$ cat config.mk
export PLATFORM = sky130hd
export DESIGN_NAME = t1jl_line_init
export DESIGN_NICKNAME = d
export VERILOG_FILES = /design/src/logic/t1jl_pkg.sv /design/src/logic/t1jl_line_init.sv
export SDC_FILE = /design/constraint.sdc
export NUM_CORES = 1
export LEC_CHECK = 0
export BUFFER_PORTS_ARGS = -buffer_cell sky130_fd_sc_hd__buf_2
export CAP_MARGIN = 20
export CELL_PAD_IN_SITES_DETAIL_PLACEMENT = 1
export CELL_PAD_IN_SITES_GLOBAL_PLACEMENT = 1
export CORE_AREA = 4 4 209 109
export DETAILED_ROUTE_END_ITERATION = 10
export DIE_AREA = 0 0 213 113
export GPL_TIMING_DRIVEN = 0
export PLACE_DENSITY = 0.83
export SLEW_MARGIN = 20
export SYNTH_ARGS = -nofsm -noshare
export SYNTH_HDL_FRONTEND = slang
export SYNTH_SLANG_ARGS = --single-unit
$ cat constraint.sdc
create_clock -name clock -period 3.8 [get_ports clock]
set_input_delay 0.76 -clock clock [delete_from_list [all_inputs] [get_ports clock]]
set_output_delay 0.76 -clock clock [all_outputs]
set_load 0.02 [all_outputs]
$ cat src/logic/t1jl_pkg.sv
/*
 * t1jl_pkg: register map, field positions, reset values and line
 * code encodings of the T1/J1 line set-up and loss-of-signal block.
 * Assumes a 32-bit APB register bus with byte addresses and one
 * line bit strobe per received and transmitted bit.
 */
package t1jl_pkg;
	// register byte offsets
	localparam logic [7:0] OFS_MODE_ONE = 8'h00;  // mode_register_one
	localparam logic [7:0] OFS_RX_OFFSET = 8'h04;  // receive_offset_register
	localparam logic [7:0] OFS_MCLK_CFG = 8'h08;  // master_clock_config
	localparam logic [7:0] OFS_LOS_DET = 8'h0C;  // loss_detect_count
	localparam logic [7:0] OFS_LOS_REC = 8'h10;  // loss_recover_count
	localparam logic [7:0] OFS_LINE_CTRL = 8'h14;  // recovery options
	localparam logic [7:0] OFS_STATUS = 8'h18;  // live state, read only
	localparam logic [7:0] OFS_IRQ_STAT = 8'h1C;  // sticky events, read only
	localparam logic [7:0] OFS_IRQ_CLR = 8'h20;  // write one to clear
	localparam logic [7:0] OFS_IRQ_EN = 8'h24;  // interrupt enables
	localparam logic [7:0] OFS_COMMAND = 8'h28;  // command_register, write only
	localparam logic [7:0] OFS_CNT_CLR = 8'h2C;  // counter_clear_register, write only
	localparam logic [7:0] OFS_BPV_CNT = 8'h30;  // violation count, read only
	// mode_register_one fields
	localparam int MODE_PRIMARY_BIT = 0;
	localparam int MODE_CODE_LSB = 2;
	localparam int MODE_DIGITAL_BIT = 4;
	localparam int MODE_SINGLE_BIT = 5;
	localparam int MODE_PRECODE_BIT = 6;
	// receive_offset_register fields
	localparam int RXOFS_JAPAN_BIT = 7;
	// line control fields
	localparam int CTRL_DENSITY_BIT = 0;
	localparam int CTRL_RECIRQ_BIT = 1;
	// status fields
	localparam int STAT_LOS_BIT = 0;
	localparam int STAT_J1_BIT = 1;
	localparam int STAT_E1_BIT = 2;
	// interrupt bits: loss declared, loss recovered
	localparam int IRQ_LOS_BIT = 0;
	localparam int IRQ_REC_BIT = 1;
	// command bits
	localparam int CMD_TX_FLUSH_BIT = 0;
	localparam int CMD_LOS_RESTART_BIT = 1;
	// reset values
	localparam logic RST_PRIMARY_MODE = 1'b0;
	localparam logic [7:0] RST_LOS_DET = 8'h00;
	localparam logic [7:0] RST_LOS_REC = 8'h00;
	localparam logic [7:0] RST_MCLK_CFG = 8'h00;
	// loss counting: interval is (count + 1) shifted left by this, 16 bits per step
	localparam int LOS_STEP_SHIFT = 4;
	localparam logic [3:0] DENSITY_ZERO_RUN = 4'hF;
	// line codes
	typedef enum logic [1:0] {T1JL_AMI, T1JL_AMI_STUFF, T1JL_B8ZS, T1JL_NRZ} t1jl_code_e;
	// transmit symbols held in the substitution window
	localparam logic [1:0] SYM_ZERO = 2'h0;
	localparam logic [1:0] SYM_MARK = 2'h1;
	localparam logic [1:0] SYM_VIOL = 2'h2;
	localparam logic [1:0] SYM_BIP = 2'h3;
	// 000VB0VB, oldest symbol first
	localparam logic [15:0] B8ZS_TX_PATTERN = 16'h02CB;
	localparam logic [7:0] B8ZS_RX_PULSES = 8'h1B;
	localparam logic [7:0] B8ZS_RX_VIOLS = 8'h12;
	// all-zero byte gets this bit forced for density
	localparam logic [7:0] STUFF_BYTE = 8'h02;
endpackage : t1jl_pkg

$ cat src/logic/t1jl_line_init.sv
/*
 * t1jl_line_init: APB register file, T1/J1/E1 mode selection, line
 * encoder and decoder (AMI, AMI with bit 7 stuffing, B8ZS, NRZ) and
 * loss-of-signal detection and recovery with interrupts.
 * Assumes line_tick is a one-clock strobe per line bit, synchronous
 * to clock, and that all inputs are synchronous to clock.
 */
// Local design decisions: the APB register port and the register offsets.
`timescale 1ns/1ns
module t1jl_line_init
(
	// clock and reset
	input wire logic clock,
	input wire logic nrst,
	// apb slave
	input wire logic psel,
	input wire logic penable,
	input wire logic pwrite,
	input wire logic [7:0] paddr,
	input wire logic [31:0] pwdata,
	output logic [31:0] prdata,
	output logic pready,
	output logic pslverr,
	// line bit strobe
	input wire logic line_tick,
	// receive line
	input wire logic rx_pos,
	input wire logic rx_neg,
	output logic rx_data,
	output logic rx_data_valid,
	// transmit channel bytes
	input wire logic [7:0] tx_byte,
	input wire logic tx_byte_valid,
	output logic tx_byte_ready,
	// transmit line
	output logic tx_pos,
	output logic tx_neg,
	// mode and status
	output logic e1_mode,
	output logic j1_mode,
	output logic [7:0] master_clock_cfg,
	output logic loss_of_signal,
	output logic irq
);
	typedef enum logic {T1JL_WATCH, T1JL_LOST} t1jl_los_e;

	// whole block state
	typedef struct packed {
		logic primary_mode_bit;  // 0 selects E1
		logic [1:0] line_code;  // t1jl_code_e
		logic digital_if;  // digital rather than analog line
		logic single_rail;  // single rail digital form
		logic precode;  // B8ZS precoding on single rail
		logic japan_variant_select;
		logic [6:0] rx_offset;  // stored, no effect here
		logic [7:0] master_clock_config;
		logic [7:0] loss_detect_count;
		logic [7:0] loss_recover_count;
		logic density_recovery_check;
		logic recovery_irq_enable;
		logic [1:0] irq_stat;
		logic [1:0] irq_en;
		logic [15:0] bpv_cnt;  // bipolar violations seen
		logic [7:0] tx_sh;  // byte being serialised
		logic [2:0] tx_cnt;  // bits left in tx_sh
		logic [15:0] tx_win;  // eight symbols, oldest high
		logic tx_last_pos;  // last mark polarity was positive
		logic tx_p;
		logic tx_n;
		logic [7:0] rx_pul;  // pulse window, oldest high
		logic [7:0] rx_vio;  // violation flags for the window
		logic rx_last_pos;
		logic rx_d;
		logic rx_v;
		t1jl_los_e los_st;
		logic [12:0] zero_run;  // current run of zeros
		logic [12:0] win_cnt;  // bits in recovery interval
		logic [8:0] ones_cnt;  // ones in recovery interval
		logic long_zero_seen;  // density run seen in interval
	} t1jl_state_s;

	t1jl_state_s q_r;  // registered state
	t1jl_state_s q_nxt;  // next state

	logic wr_en;  // write strobe, access phase
	logic rd_en;  // read, access phase
	logic addr_ok;  // address is mapped
	logic [1:0] irq_set;  // events this cycle
	logic [1:0] irq_clr;  // software clears this cycle
	logic [12:0] det_thr;  // zeros to declare loss
	logic [8:0] rec_thr;  // ones to recover
	logic b8zs_on;  // B8ZS substitution active
	logic pulse;  // received pulse this bit
	logic [7:0] load_byte;  // next byte after stuffing
	logic tx_bit;
	logic [1:0] sym;
	logic [15:0] win_new;
	logic [7:0] pul_new;
	logic [7:0] vio_new;
	logic [12:0] zr_new;
	logic [12:0] wc_new;
	logic [8:0] on_new;
	logic lz_new;

	// zero-wait slave; only the unmapped answer differs
	assign pready = 1'b1;
	assign wr_en = psel && penable && pwrite;
	assign rd_en = psel && penable && !pwrite;
	assign e1_mode = !q_r.primary_mode_bit;
	assign j1_mode = q_r.primary_mode_bit && q_r.japan_variant_select;
	assign master_clock_cfg = q_r.master_clock_config;
	assign loss_of_signal = (q_r.los_st == T1JL_LOST);
	assign tx_pos = q_r.tx_p;
	assign tx_neg = q_r.tx_n;
	assign rx_data = q_r.rx_d;
	assign rx_data_valid = q_r.rx_v;
	// one interrupt level from enabled sticky bits
	assign irq = |(q_r.irq_stat & q_r.irq_en);
	// a new byte is taken only at the bit that starts it
	assign tx_byte_ready = line_tick && (q_r.tx_cnt == 3'h0);

	// interval scales with the programmed count
	assign det_thr = 13'((14'(q_r.loss_detect_count) + 14'h1) << t1jl_pkg::LOS_STEP_SHIFT);
	// recovery needs count plus one ones
	assign rec_thr = 9'(q_r.loss_recover_count) + 9'h1;
	// single rail only substitutes when precoding asked for
	assign b8zs_on = (q_r.line_code == 2'(t1jl_pkg::T1JL_B8ZS))
		&& (!q_r.single_rail || q_r.precode);
	// single rail carries marks on rx_pos only
	assign pulse = q_r.single_rail ? rx_pos : (rx_pos || rx_neg);

	// read mux and address decode
	always_comb
	begin
		prdata = 32'h0000_0000;
		addr_ok = 1'b1;
		if (paddr == t1jl_pkg::OFS_MODE_ONE)
		begin
			prdata[t1jl_pkg::MODE_PRIMARY_BIT] = q_r.primary_mode_bit;
			prdata[t1jl_pkg::MODE_CODE_LSB +: 2] = q_r.line_code;
			prdata[t1jl_pkg::MODE_DIGITAL_BIT] = q_r.digital_if;
			prdata[t1jl_pkg::MODE_SINGLE_BIT] = q_r.single_rail;
			prdata[t1jl_pkg::MODE_PRECODE_BIT] = q_r.precode;
		end
		else if (paddr == t1jl_pkg::OFS_RX_OFFSET)
			prdata[7:0] = {q_r.japan_variant_select, q_r.rx_offset};
		else if (paddr == t1jl_pkg::OFS_MCLK_CFG)
			prdata[7:0] = q_r.master_clock_config;
		else if (paddr == t1jl_pkg::OFS_LOS_DET)
			prdata[7:0] = q_r.loss_detect_count;
		else if (paddr == t1jl_pkg::OFS_LOS_REC)
			prdata[7:0] = q_r.loss_recover_count;
		else if (paddr == t1jl_pkg::OFS_LINE_CTRL)
		begin
			prdata[t1jl_pkg::CTRL_DENSITY_BIT] = q_r.density_recovery_check;
			prdata[t1jl_pkg::CTRL_RECIRQ_BIT] = q_r.recovery_irq_enable;
		end
		else if (paddr == t1jl_pkg::OFS_STATUS)
		begin
			prdata[t1jl_pkg::STAT_LOS_BIT] = loss_of_signal;
			prdata[t1jl_pkg::STAT_J1_BIT] = j1_mode;
			prdata[t1jl_pkg::STAT_E1_BIT] = e1_mode;
		end
		else if (paddr == t1jl_pkg::OFS_IRQ_STAT)
			prdata[1:0] = q_r.irq_stat;
		else if (paddr == t1jl_pkg::OFS_IRQ_EN)
			prdata[1:0] = q_r.irq_en;
		else if (paddr == t1jl_pkg::OFS_BPV_CNT)
			prdata[15:0] = q_r.bpv_cnt;
		// write-only registers read as zero
		else if (paddr == t1jl_pkg::OFS_IRQ_CLR || paddr == t1jl_pkg::OFS_COMMAND
			|| paddr == t1jl_pkg::OFS_CNT_CLR)
			prdata = 32'h0000_0000;
		// unmapped: zero data, error flagged
		else
			addr_ok = 1'b0;
		pslverr = psel && penable && !addr_ok;
	end

	// next-state logic for the whole block
	always_comb
	begin
		q_nxt = q_r;
		q_nxt.rx_v = 1'b0;
		irq_set = 2'b00;
		irq_clr = 2'b00;
		load_byte = tx_byte_valid ? tx_byte : 8'h00;
		tx_bit = 1'b0;
		sym = q_r.tx_win[15:14];
		win_new = q_r.tx_win;
		pul_new = q_r.rx_pul;
		vio_new = q_r.rx_vio;
		zr_new = q_r.zero_run;
		wc_new = q_r.win_cnt;
		on_new = q_r.ones_cnt;
		lz_new = q_r.long_zero_seen;

		// register writes; unmapped addresses change nothing
		if (wr_en)
		begin
			if (paddr == t1jl_pkg::OFS_MODE_ONE)
			begin
				q_nxt.primary_mode_bit = pwdata[t1jl_pkg::MODE_PRIMARY_BIT];
				q_nxt.line_code = pwdata[t1jl_pkg::MODE_CODE_LSB +: 2];
				q_nxt.digital_if = pwdata[t1jl_pkg::MODE_DIGITAL_BIT];
				q_nxt.single_rail = pwdata[t1jl_pkg::MODE_SINGLE_BIT];
				q_nxt.precode = pwdata[t1jl_pkg::MODE_PRECODE_BIT];
			end
			else if (paddr == t1jl_pkg::OFS_RX_OFFSET)
			begin
				q_nxt.japan_variant_select = pwdata[t1jl_pkg::RXOFS_JAPAN_BIT];
				q_nxt.rx_offset = pwdata[6:0];
			end
			else if (paddr == t1jl_pkg::OFS_MCLK_CFG)
				q_nxt.master_clock_config = pwdata[7:0];
			else if (paddr == t1jl_pkg::OFS_LOS_DET)
				q_nxt.loss_detect_count = pwdata[7:0];
			else if (paddr == t1jl_pkg::OFS_LOS_REC)
				q_nxt.loss_recover_count = pwdata[7:0];
			else if (paddr == t1jl_pkg::OFS_LINE_CTRL)
			begin
				q_nxt.density_recovery_check = pwdata[t1jl_pkg::CTRL_DENSITY_BIT];
				q_nxt.recovery_irq_enable = pwdata[t1jl_pkg::CTRL_RECIRQ_BIT];
			end
			else if (paddr == t1jl_pkg::OFS_IRQ_CLR)
				irq_clr = pwdata[1:0];
			else if (paddr == t1jl_pkg::OFS_IRQ_EN)
				q_nxt.irq_en = pwdata[1:0];
			else if (paddr == t1jl_pkg::OFS_CNT_CLR)
				q_nxt.bpv_cnt = 16'h0000;
		end

		// transmit: serialise, stuff, substitute, drive rails
		if (line_tick)
		begin
			if (q_r.tx_cnt == 3'h0)
			begin
				// bit 7 stuffing of an empty byte
				if (q_r.line_code == 2'(t1jl_pkg::T1JL_AMI_STUFF) && load_byte == 8'h00)
					load_byte = t1jl_pkg::STUFF_BYTE;
				tx_bit = load_byte[7];
				q_nxt.tx_sh = {load_byte[6:0], 1'b0};
				q_nxt.tx_cnt = 3'h7;
			end
			else
			begin
				tx_bit = q_r.tx_sh[7];
				q_nxt.tx_sh = {q_r.tx_sh[6:0], 1'b0};
				q_nxt.tx_cnt = q_r.tx_cnt - 3'h1;
			end
			win_new = {q_r.tx_win[13:0], tx_bit ? t1jl_pkg::SYM_MARK : t1jl_pkg::SYM_ZERO};
			if (b8zs_on && win_new == 16'h0000)
				win_new = t1jl_pkg::B8ZS_TX_PATTERN;
			q_nxt.tx_win = win_new;
			q_nxt.tx_p = 1'b0;
			q_nxt.tx_n = 1'b0;
			// digital NRZ and digital single rail use one output
			if ((q_r.line_code == 2'(t1jl_pkg::T1JL_NRZ) && q_r.digital_if)
				|| (q_r.single_rail && q_r.digital_if))
				q_nxt.tx_p = (sym != t1jl_pkg::SYM_ZERO);
			else
			begin
				case (sym)
					t1jl_pkg::SYM_MARK,
					t1jl_pkg::SYM_BIP:
					begin
						// alternate mark inversion
						q_nxt.tx_p = !q_r.tx_last_pos;
						q_nxt.tx_n = q_r.tx_last_pos;
						q_nxt.tx_last_pos = !q_r.tx_last_pos;
					end
					t1jl_pkg::SYM_VIOL:
					begin
						// deliberate repeat of the last polarity
						q_nxt.tx_p = q_r.tx_last_pos;
						q_nxt.tx_n = !q_r.tx_last_pos;
					end
					default:
					begin
						q_nxt.tx_p = 1'b0;
					end
				endcase
			end
		end

		// receive: violation tracking and B8ZS removal
		if (line_tick)
		begin
			pul_new = {q_r.rx_pul[6:0], pulse};
			vio_new = {q_r.rx_vio[6:0], pulse && !q_r.single_rail && (rx_pos == q_r.rx_last_pos)};
			if (pulse && !q_r.single_rail)
				q_nxt.rx_last_pos = rx_pos;
			if (b8zs_on && !q_r.single_rail && pul_new == t1jl_pkg::B8ZS_RX_PULSES
				&& vio_new == t1jl_pkg::B8ZS_RX_VIOLS)
			begin
				pul_new = 8'h00;
				vio_new = 8'h00;
			end
			else if (vio_new[0] && q_r.bpv_cnt != 16'hFFFF)
				q_nxt.bpv_cnt = q_r.bpv_cnt + 16'h1;
			q_nxt.rx_pul = pul_new;
			q_nxt.rx_vio = vio_new;
			q_nxt.rx_d = q_r.rx_pul[7];
			q_nxt.rx_v = 1'b1;
		end

		// loss of signal counts raw line pulses
		if (line_tick)
		begin
			zr_new = pulse ? 13'h0000 : ((q_r.zero_run == 13'h1FFF) ? q_r.zero_run
				: q_r.zero_run + 13'h1);
			q_nxt.zero_run = zr_new;
			case (q_r.los_st)
				T1JL_WATCH:
				begin
					if (zr_new >= det_thr)
					begin
						q_nxt.los_st = T1JL_LOST;
						irq_set[t1jl_pkg::IRQ_LOS_BIT] = 1'b1;
						q_nxt.win_cnt = 13'h0000;
						q_nxt.ones_cnt = 9'h000;
						q_nxt.long_zero_seen = 1'b0;
					end
				end
				T1JL_LOST:
				begin
					wc_new = q_r.win_cnt + 13'h1;
					on_new = pulse ? q_r.ones_cnt + 9'h1 : q_r.ones_cnt;
					// 15 zeros in a row spoil interval
					lz_new = q_r.long_zero_seen || (zr_new >= 13'(t1jl_pkg::DENSITY_ZERO_RUN));
					if (on_new >= rec_thr && !(q_r.density_recovery_check && lz_new))
					begin
						q_nxt.los_st = T1JL_WATCH;
						irq_set[t1jl_pkg::IRQ_REC_BIT] = q_r.recovery_irq_enable;
					end
					// interval over: start counting afresh
					if (wc_new >= det_thr)
					begin
						wc_new = 13'h0000;
						on_new = 9'h000;
						lz_new = 1'b0;
					end
					q_nxt.win_cnt = wc_new;
					q_nxt.ones_cnt = on_new;
					q_nxt.long_zero_seen = lz_new;
				end
				default:
				begin
					q_nxt.los_st = T1JL_WATCH;
				end
			endcase
		end

		// commands; they override tx_win, tx_cnt, the loss state and zero_run of the same cycle
		if (wr_en && paddr == t1jl_pkg::OFS_COMMAND)
		begin
			if (pwdata[t1jl_pkg::CMD_TX_FLUSH_BIT])
			begin
				q_nxt.tx_win = 16'h0000;
				q_nxt.tx_cnt = 3'h0;
			end
			if (pwdata[t1jl_pkg::CMD_LOS_RESTART_BIT])
			begin
				q_nxt.los_st = T1JL_WATCH;
				q_nxt.zero_run = 13'h0000;
			end
		end

		// sticky status: a new event beats a clear
		q_nxt.irq_stat = (q_r.irq_stat & ~irq_clr) | irq_set;
	end

	// state register
	always_ff @(posedge clock or negedge nrst)
	begin
		if (!nrst)
		begin
			q_r <= '0;
			q_r.primary_mode_bit <= t1jl_pkg::RST_PRIMARY_MODE;
			q_r.master_clock_config <= t1jl_pkg::RST_MCLK_CFG;
			q_r.loss_detect_count <= t1jl_pkg::RST_LOS_DET;
			q_r.loss_recover_count <= t1jl_pkg::RST_LOS_REC;
			q_r.los_st <= T1JL_WATCH;
		end
		else
			q_r <= q_nxt;
	end
endmodule : t1jl_line_init

# Word-level counts from Yosys, hierarchy flattened
# Index checks and enable logic that the tools add are counted.
# totals
ff_bits,145
in_bits,57
word_cells,244
out_inout_bits,51
# op_classes
n_addsub,7
reduce_logical,47
mux,118
eq_ne,24
bitwise,13
order_cmp,4
# ops
operator,count
$mux 16,25
$mux 32,10
$mux 30,10
$mux 24,4
$mux 8,7
$eq 8x5->1 const B,6
$pmux 23 s2,1
$eq 8x6->1 const B,5
$mux 13,3
$mux 19,2
$mux 37,1
$mux 29,1
$mux 1,28
$mux 14,2
$add 13x1->13 const B,2
$ge 13x13->1,2
$mux 25,1
$mux 2,12
$mux 23,1
$mux 22,1
$logic_and 1x1->1,19
$add 8x1->9 const B,2
$mux 9,2
$add 16x1->16 const B,1
other kinds (35),65

# Logic depth before layout (Yosys ltp)
# depth
ltp_word,37
mapped_depth,16
depth_no_buf,14

# Worst setup path after synthesis
# Ideal clock, no wire load.
# synth_path
path_kind,flip-flop to flip-flop
start,reg q_r[23] in the netlist's numbering
end,reg q_r[17] in the netlist's numbering
path_stages_with_launch,17
path_slack_ns,0.089
t_arrival_ns,3.593
required_time_ns,3.682
path_cell_list,dfrtp_1 ha_1 clkbuf_2 nand3_1 or4_1 clkbuf_1 nand3_1 xor2_1 nor2_1 ha_1 nand3_1 or2_2 a221o_1 a311o_1 buf_6 o21bai_1 a21o_1
# synth_via
elab_chain_len,6
word_cells_on_any_way,7
cone_classes,1 x add/sub; 1 x order compare; 2 x eq/ne; 2 x mux; 1 x reduce/logical
# synth_rtl
element,line,source
start: declaration,t1jl_line_init.sv:82,t1jl_state_s q_r;
start signal: assignment,t1jl_line_init.sv:386,q_r <= q_nxt;
$add 13x1->13 / $eq 13x13->1 (equally long branches),"t1jl_line_init.sv:311, t1jl_line_init.sv:310",
$mux 13 * (2 in a row),t1jl_line_init.sv:310,zr_new = pulse ? 13'h0000 : ((q_r.zero_run == 13'h1FFF) ? q_r.zero_run
$ge 13x13->1 *,t1jl_line_init.sv:316,if (zr_new >= det_thr)
$ne 2x2->1 (no source line) *,n/a,
$reduce_and 2->1 (no source line) *,n/a,
# Mark *: on every way between the ends. The rest lies on a longest branch, timed or not.
# A chain may end at the register's enable or synchronous reset.

# Worst setup path in the final report
# layout_path
start,reg q_r[24] in the netlist's numbering
end,reg q_r[17] in the netlist's numbering
# Same word-level chain as after synthesis.

==> reports/qor.txt <==
POWER
------------------------------------------------------------------------------------------
Static Leakage                                                                     4.79 nW
Switching power summed over all nets                                             0.00136 W
Combinational fraction of design power                                               19.3%
Peak VDD IR                                                                       0.220 mV
Power density cells                                                            435 mW/mm^2
Part of the total power dissipated in the clock network                              37.2%
PnR Total Power                                                                  0.00441 W
Internal power                                                                   0.00305 W
Relative contribution of sequential cells to total power                             43.5%
Switching power as a share of total power                                            30.8%

FINISH
------------------------------------------------------------------------------------------
Fillers                                                                              2,379
Total inserted antenna cells                                                             0
Total non-filler cell area in the finished layout                             0.0101 sq mm
Most common cell after layout, fill and taps aside                            sky130_fd_sc_hd__dfrtp_1
Net count, final                                                                     1,089
Layout area overhead                                                                 19.3%
Ratio of cells with drive above 1 in the final layout                                22.2%
Most frequent cells in the layout                                             sky130_fd_sc_hd__dfrtp_1, sky130_fd_sc_hd__nor2_1, sky130_fd_sc_hd__nand2_1
Post-layout util                                                                     47.9%
Final cell count without fillers                                                     1,288

CLOCKING
------------------------------------------------------------------------------------------
CTS tree                                                                             built
Clock latency at the later pin of the worst-skew pair                              0.44 ns
Number of buffers added by the clock tree synthesis step                                17
Sink Count                                                                             144
Count of H-tree levels built during CTS                                                  4
Deepest clock path buffer count                                                          2
Clock edge transition at the registers on the reported setup and hold paths        0.06 ns
Root cell of the clock tree                                                   sky130_fd_sc_hd__clkbuf_16

YOSYS
------------------------------------------------------------------------------------------
Synthesized-area fraction occupied by ao, oa, aoi and oai cells                      15.3%
Synthesis-stage register bit count                                                     144
Dominant synthesized flop cell                                                sky130_fd_sc_hd__dfrtp_1
Synth Area in XOR/XNOR                                                               3.92%
Share of the yosys chip area belonging to registers                                  42.4%
Post-synthesis adder-cell area fraction                                              5.16%
Unique masters post-synth                                                               69
Synth warn                                                                               0
Fraction of synthesized area in multiplexers                                         8.81%
Syn_area_per_cell                                                               9.58 sq um
Largest family of logic cells by synthesized area                             simple AND/OR/NAND/NOR gates
Count of mapped cells out of synthesis                                                 886
Count of flip-flops with a built-in enable after synthesis                               0
Ys async rst share                                                                    100%
Fraction of the mapped netlist area in simple logic gates                            19.3%
Synthesized area                                                              0.00849 sq mm

GLOBAL ROUTING
------------------------------------------------------------------------------------------
Initial antenna violation count                                                          1
Pin count of the biggest net entering global routing                                    90
First-pass GRT wire length                                                    44,500 microns
Aggregate global routing overflow                                                        0
Met3 layer usage reported by global route                                            6.79%
Met1 Track Usage GR                                                                  35.3%
Vias in the first global route                                                       7,781
Global-route met2 utilization                                                        34.0%
Most used routing layer                                                               met1
Aggregate global-route resource usage                                                23.8%

PLACED DESIGN
------------------------------------------------------------------------------------------
Final estimated routing congestion in global placement                               0.869
Total of buffers placed on input and output ports                                       64
Placed cells                                                                         1,246
Cell Area, Placed                                                             0.00926 sq mm
HPWL after detailed placement                                                 20,200 microns

WORST SETUP PATH
------------------------------------------------------------------------------------------
Type of the worst setup path                                                  flop to flop
Launching element of the worst setup path                                          q_r[24]
Arrival time reported for the critical path endpoint                               4.13 ns
Maximum fanout along the worst path                                                      6
Required time of the critical path                                                 4.13 ns
Reg-to-reg critical path startpoint                                                q_r[24]
Critical path capture point type                                                      flop
Type of origin of the critical path                                                   flop
Logic depth of the worst register-to-register path                                      15

WORST HOLD PATH
------------------------------------------------------------------------------------------
Classification of the worst-slack hold path                                   input pin to asynchronous set/reset pin

ROUTING
------------------------------------------------------------------------------------------
Vias                                                                                 7,516
Total Wirelength                                                              28,500 microns
Average via count per standard cell                                                   5.84
Initial drt markers                                                                    533
Post-route antenna net violation count                                                   0
Routed length per instance                                                    22.1 microns
DRC                                                                                      0
First-pass iteration count of the detailed router                                        5

STA
------------------------------------------------------------------------------------------
Max_slew headroom                                                                    35.7%
Final setup violation count                                                              0
Max Slew Vio Count                                                                       0
Fraction of the cycle the final worst path needs                                     99.9%
Aggregate negative setup slack                                                        0 ns
Total count of hold-check failures in the final report                                   0
Fmax                                                                               263 MHz
Crit path time final                                                               3.80 ns
Final worst clock skew                                                           0.0133 ns
Slew of the pin with the lowest slew margin                                       0.952 ns

FLOORPLANNING
------------------------------------------------------------------------------------------
Die ar.                                                                       0.0241 sq mm
Core footprint                                                                0.0212 sq mm
Initial standard-cell utilization of the core                                        40.1%
Number of rows created at floorplan                                                     38
Horizontal die dimension                                                       213 microns
Die Y-Extent                                                                   113 microns
# IOs                                                                                  108

RUN
------------------------------------------------------------------------------------------
Max-cap check violation count                                                            0

OUTCOME
------------------------------------------------------------------------------------------
Status                                                                        finished, final reports clean

[sequential cells by signal, indices dropped and copies added, names as in the netlist]
name              flops
q_r                 131
rx_data_valid         1
master_clock_cfg      8
loss_of_signal        1
rx_data               1
tx_pos                1
tx_neg                1
[path summary, 6_finish.rpt]
kind,slack [ns],to
min,0.26,q_r[31]
max reg2reg,0.002,q_r[17]
max,0.002,q_r[17]
min in group clock,0.49,q_r[58]
min reg2reg,0.49,q_r[58]
max in group asynchronous,2.72,q_r[139]
[kinds of logic after synthesis]
group | count (synthesis)
buf+inv | 85
xor+xnor | 38
simple gates | 333
compound gates | 180
mux | 69
fa+ha+maj | 35
flops | 144
other cells | 2
[metal layers]
layer	vias up	part of all wire, %
met3	40	7.5
met5	-	0.039
li1	3410	-
met2	244	43
met1	3820	48
met4	2	1.7
[timing repair]
| action | CTS | global route |
|---|---|---|
| pin swaps | 2 | 10 |
| cloned | 0 | 1 |
| buffers inserted | 2 | 12 |
| hold buffers | 0 | 0 |
| resized for setup | 16 | 35 |
| setup endpoints to repair | 30 | 38 |
[per-stage QoR]
stage / worst slack, ns / hold slack, ns
2_1_floorplan: 0.0887 / 0.457
3_3_place_gp: -0.831 / 0.466
3_5_place_dp: -0.758 / 0.485
4_1_cts: -0.0136 / 0.262
5_1_grt: -0.0627 / 0.283
6_report: 0.00205 / 0.258
[synthesized netlist by cell type, types with 3 or more instances]
cell,count,area (sq um)
sky130_fd_sc_hd__a2111oi_0,3,26.3
sky130_fd_sc_hd__a211oi_1,11,82.6
sky130_fd_sc_hd__a21o_1,12,90.1
sky130_fd_sc_hd__a21oi_1,21,105
sky130_fd_sc_hd__a221oi_1,6,52.6
sky130_fd_sc_hd__a222oi_1,6,60.1
sky130_fd_sc_hd__a22o_1,29,254
sky130_fd_sc_hd__a22oi_1,6,45.0
sky130_fd_sc_hd__a311oi_1,3,26.3
sky130_fd_sc_hd__a31oi_1,12,75.1
sky130_fd_sc_hd__and2_0,4,25.0
sky130_fd_sc_hd__and2_1,12,75.1
sky130_fd_sc_hd__and3_1,14,87.6
sky130_fd_sc_hd__buf_1,4,15.0
sky130_fd_sc_hd__buf_2,4,20.0
sky130_fd_sc_hd__buf_4,25,188
sky130_fd_sc_hd__clkbuf_1,25,93.8
sky130_fd_sc_hd__dfrtp_1,144,3600
sky130_fd_sc_hd__ha_1,35,438
sky130_fd_sc_hd__inv_1,25,93.8
sky130_fd_sc_hd__mux2_2,46,518
sky130_fd_sc_hd__mux2i_1,23,230
sky130_fd_sc_hd__nand2_1,77,289
sky130_fd_sc_hd__nand2b_1,7,43.8
sky130_fd_sc_hd__nand3_1,48,240
sky130_fd_sc_hd__nand4_1,8,50.1
sky130_fd_sc_hd__nor2_1,97,364
sky130_fd_sc_hd__nor2b_1,7,43.8
sky130_fd_sc_hd__nor3_1,16,80.1
sky130_fd_sc_hd__nor3b_1,5,37.5
sky130_fd_sc_hd__nor4_1,12,75.1
sky130_fd_sc_hd__nor4b_1,5,43.8
sky130_fd_sc_hd__o211ai_1,5,37.5
sky130_fd_sc_hd__o21a_1,6,45.0
sky130_fd_sc_hd__o21ai_0,30,150
sky130_fd_sc_hd__o21bai_1,4,30.0
sky130_fd_sc_hd__o31ai_1,3,22.5
sky130_fd_sc_hd__or2_2,5,31.3
sky130_fd_sc_hd__or3_1,3,18.8
sky130_fd_sc_hd__or4_1,4,30.0
sky130_fd_sc_hd__xnor2_1,19,166
sky130_fd_sc_hd__xor2_1,19,166
[cell type report]
type / count / area [sq um] / area share [%]
multi-input cells: 672 / 4670 / 46.1
well taps: 280 / 350 / 3.46
repair buffers: 80 / 508 / 5.01
flip-flops and latches: 144 / 3610 / 35.6
plain buffers: 57 / 345 / 3.41
inverters: 25 / 93.8 / 0.926
clock inverters: 6 / 57.6 / 0.568
clock buffers: 24 / 492 / 4.85
[power groups by stage]
| stage | registers (W) | logic [W] | clock network [W] |
|---|---|---|---|
| floorplan | 0.00189 | 0.000493 | 0 |
| global placement | 0.00193 | 0.000704 | 0 |
| detailed placement | 0.00194 | 0.000762 | 0 |
| CTS | 0.00191 | 0.000804 | 0.00166 |
| global route | 0.00194 | 0.000940 | 0.00173 |
| finish | 0.00192 | 0.000851 | 0.00164 |
[critical path, cell delays in order, from the launching register on]
cell                       delay (ns)
sky130_fd_sc_hd__dfrtp_2         0.42
sky130_fd_sc_hd__ha_4            0.14
sky130_fd_sc_hd__buf_6           0.12
sky130_fd_sc_hd__nand3_4         0.09
sky130_fd_sc_hd__or4_4           0.59
sky130_fd_sc_hd__nand3_4         0.12
sky130_fd_sc_hd__xor2_1          0.18
sky130_fd_sc_hd__nor2_1          0.08
sky130_fd_sc_hd__ha_1            0.33
sky130_fd_sc_hd__nand3_1         0.09
sky130_fd_sc_hd__or2_4           0.24
sky130_fd_sc_hd__a221o_1         0.31
sky130_fd_sc_hd__a311o_2         0.50
sky130_fd_sc_hd__buf_6           0.17
sky130_fd_sc_hd__o21bai_1        0.16
sky130_fd_sc_hd__a21o_1          0.17
No activity file was read; power rests on OpenSTA's default activity.
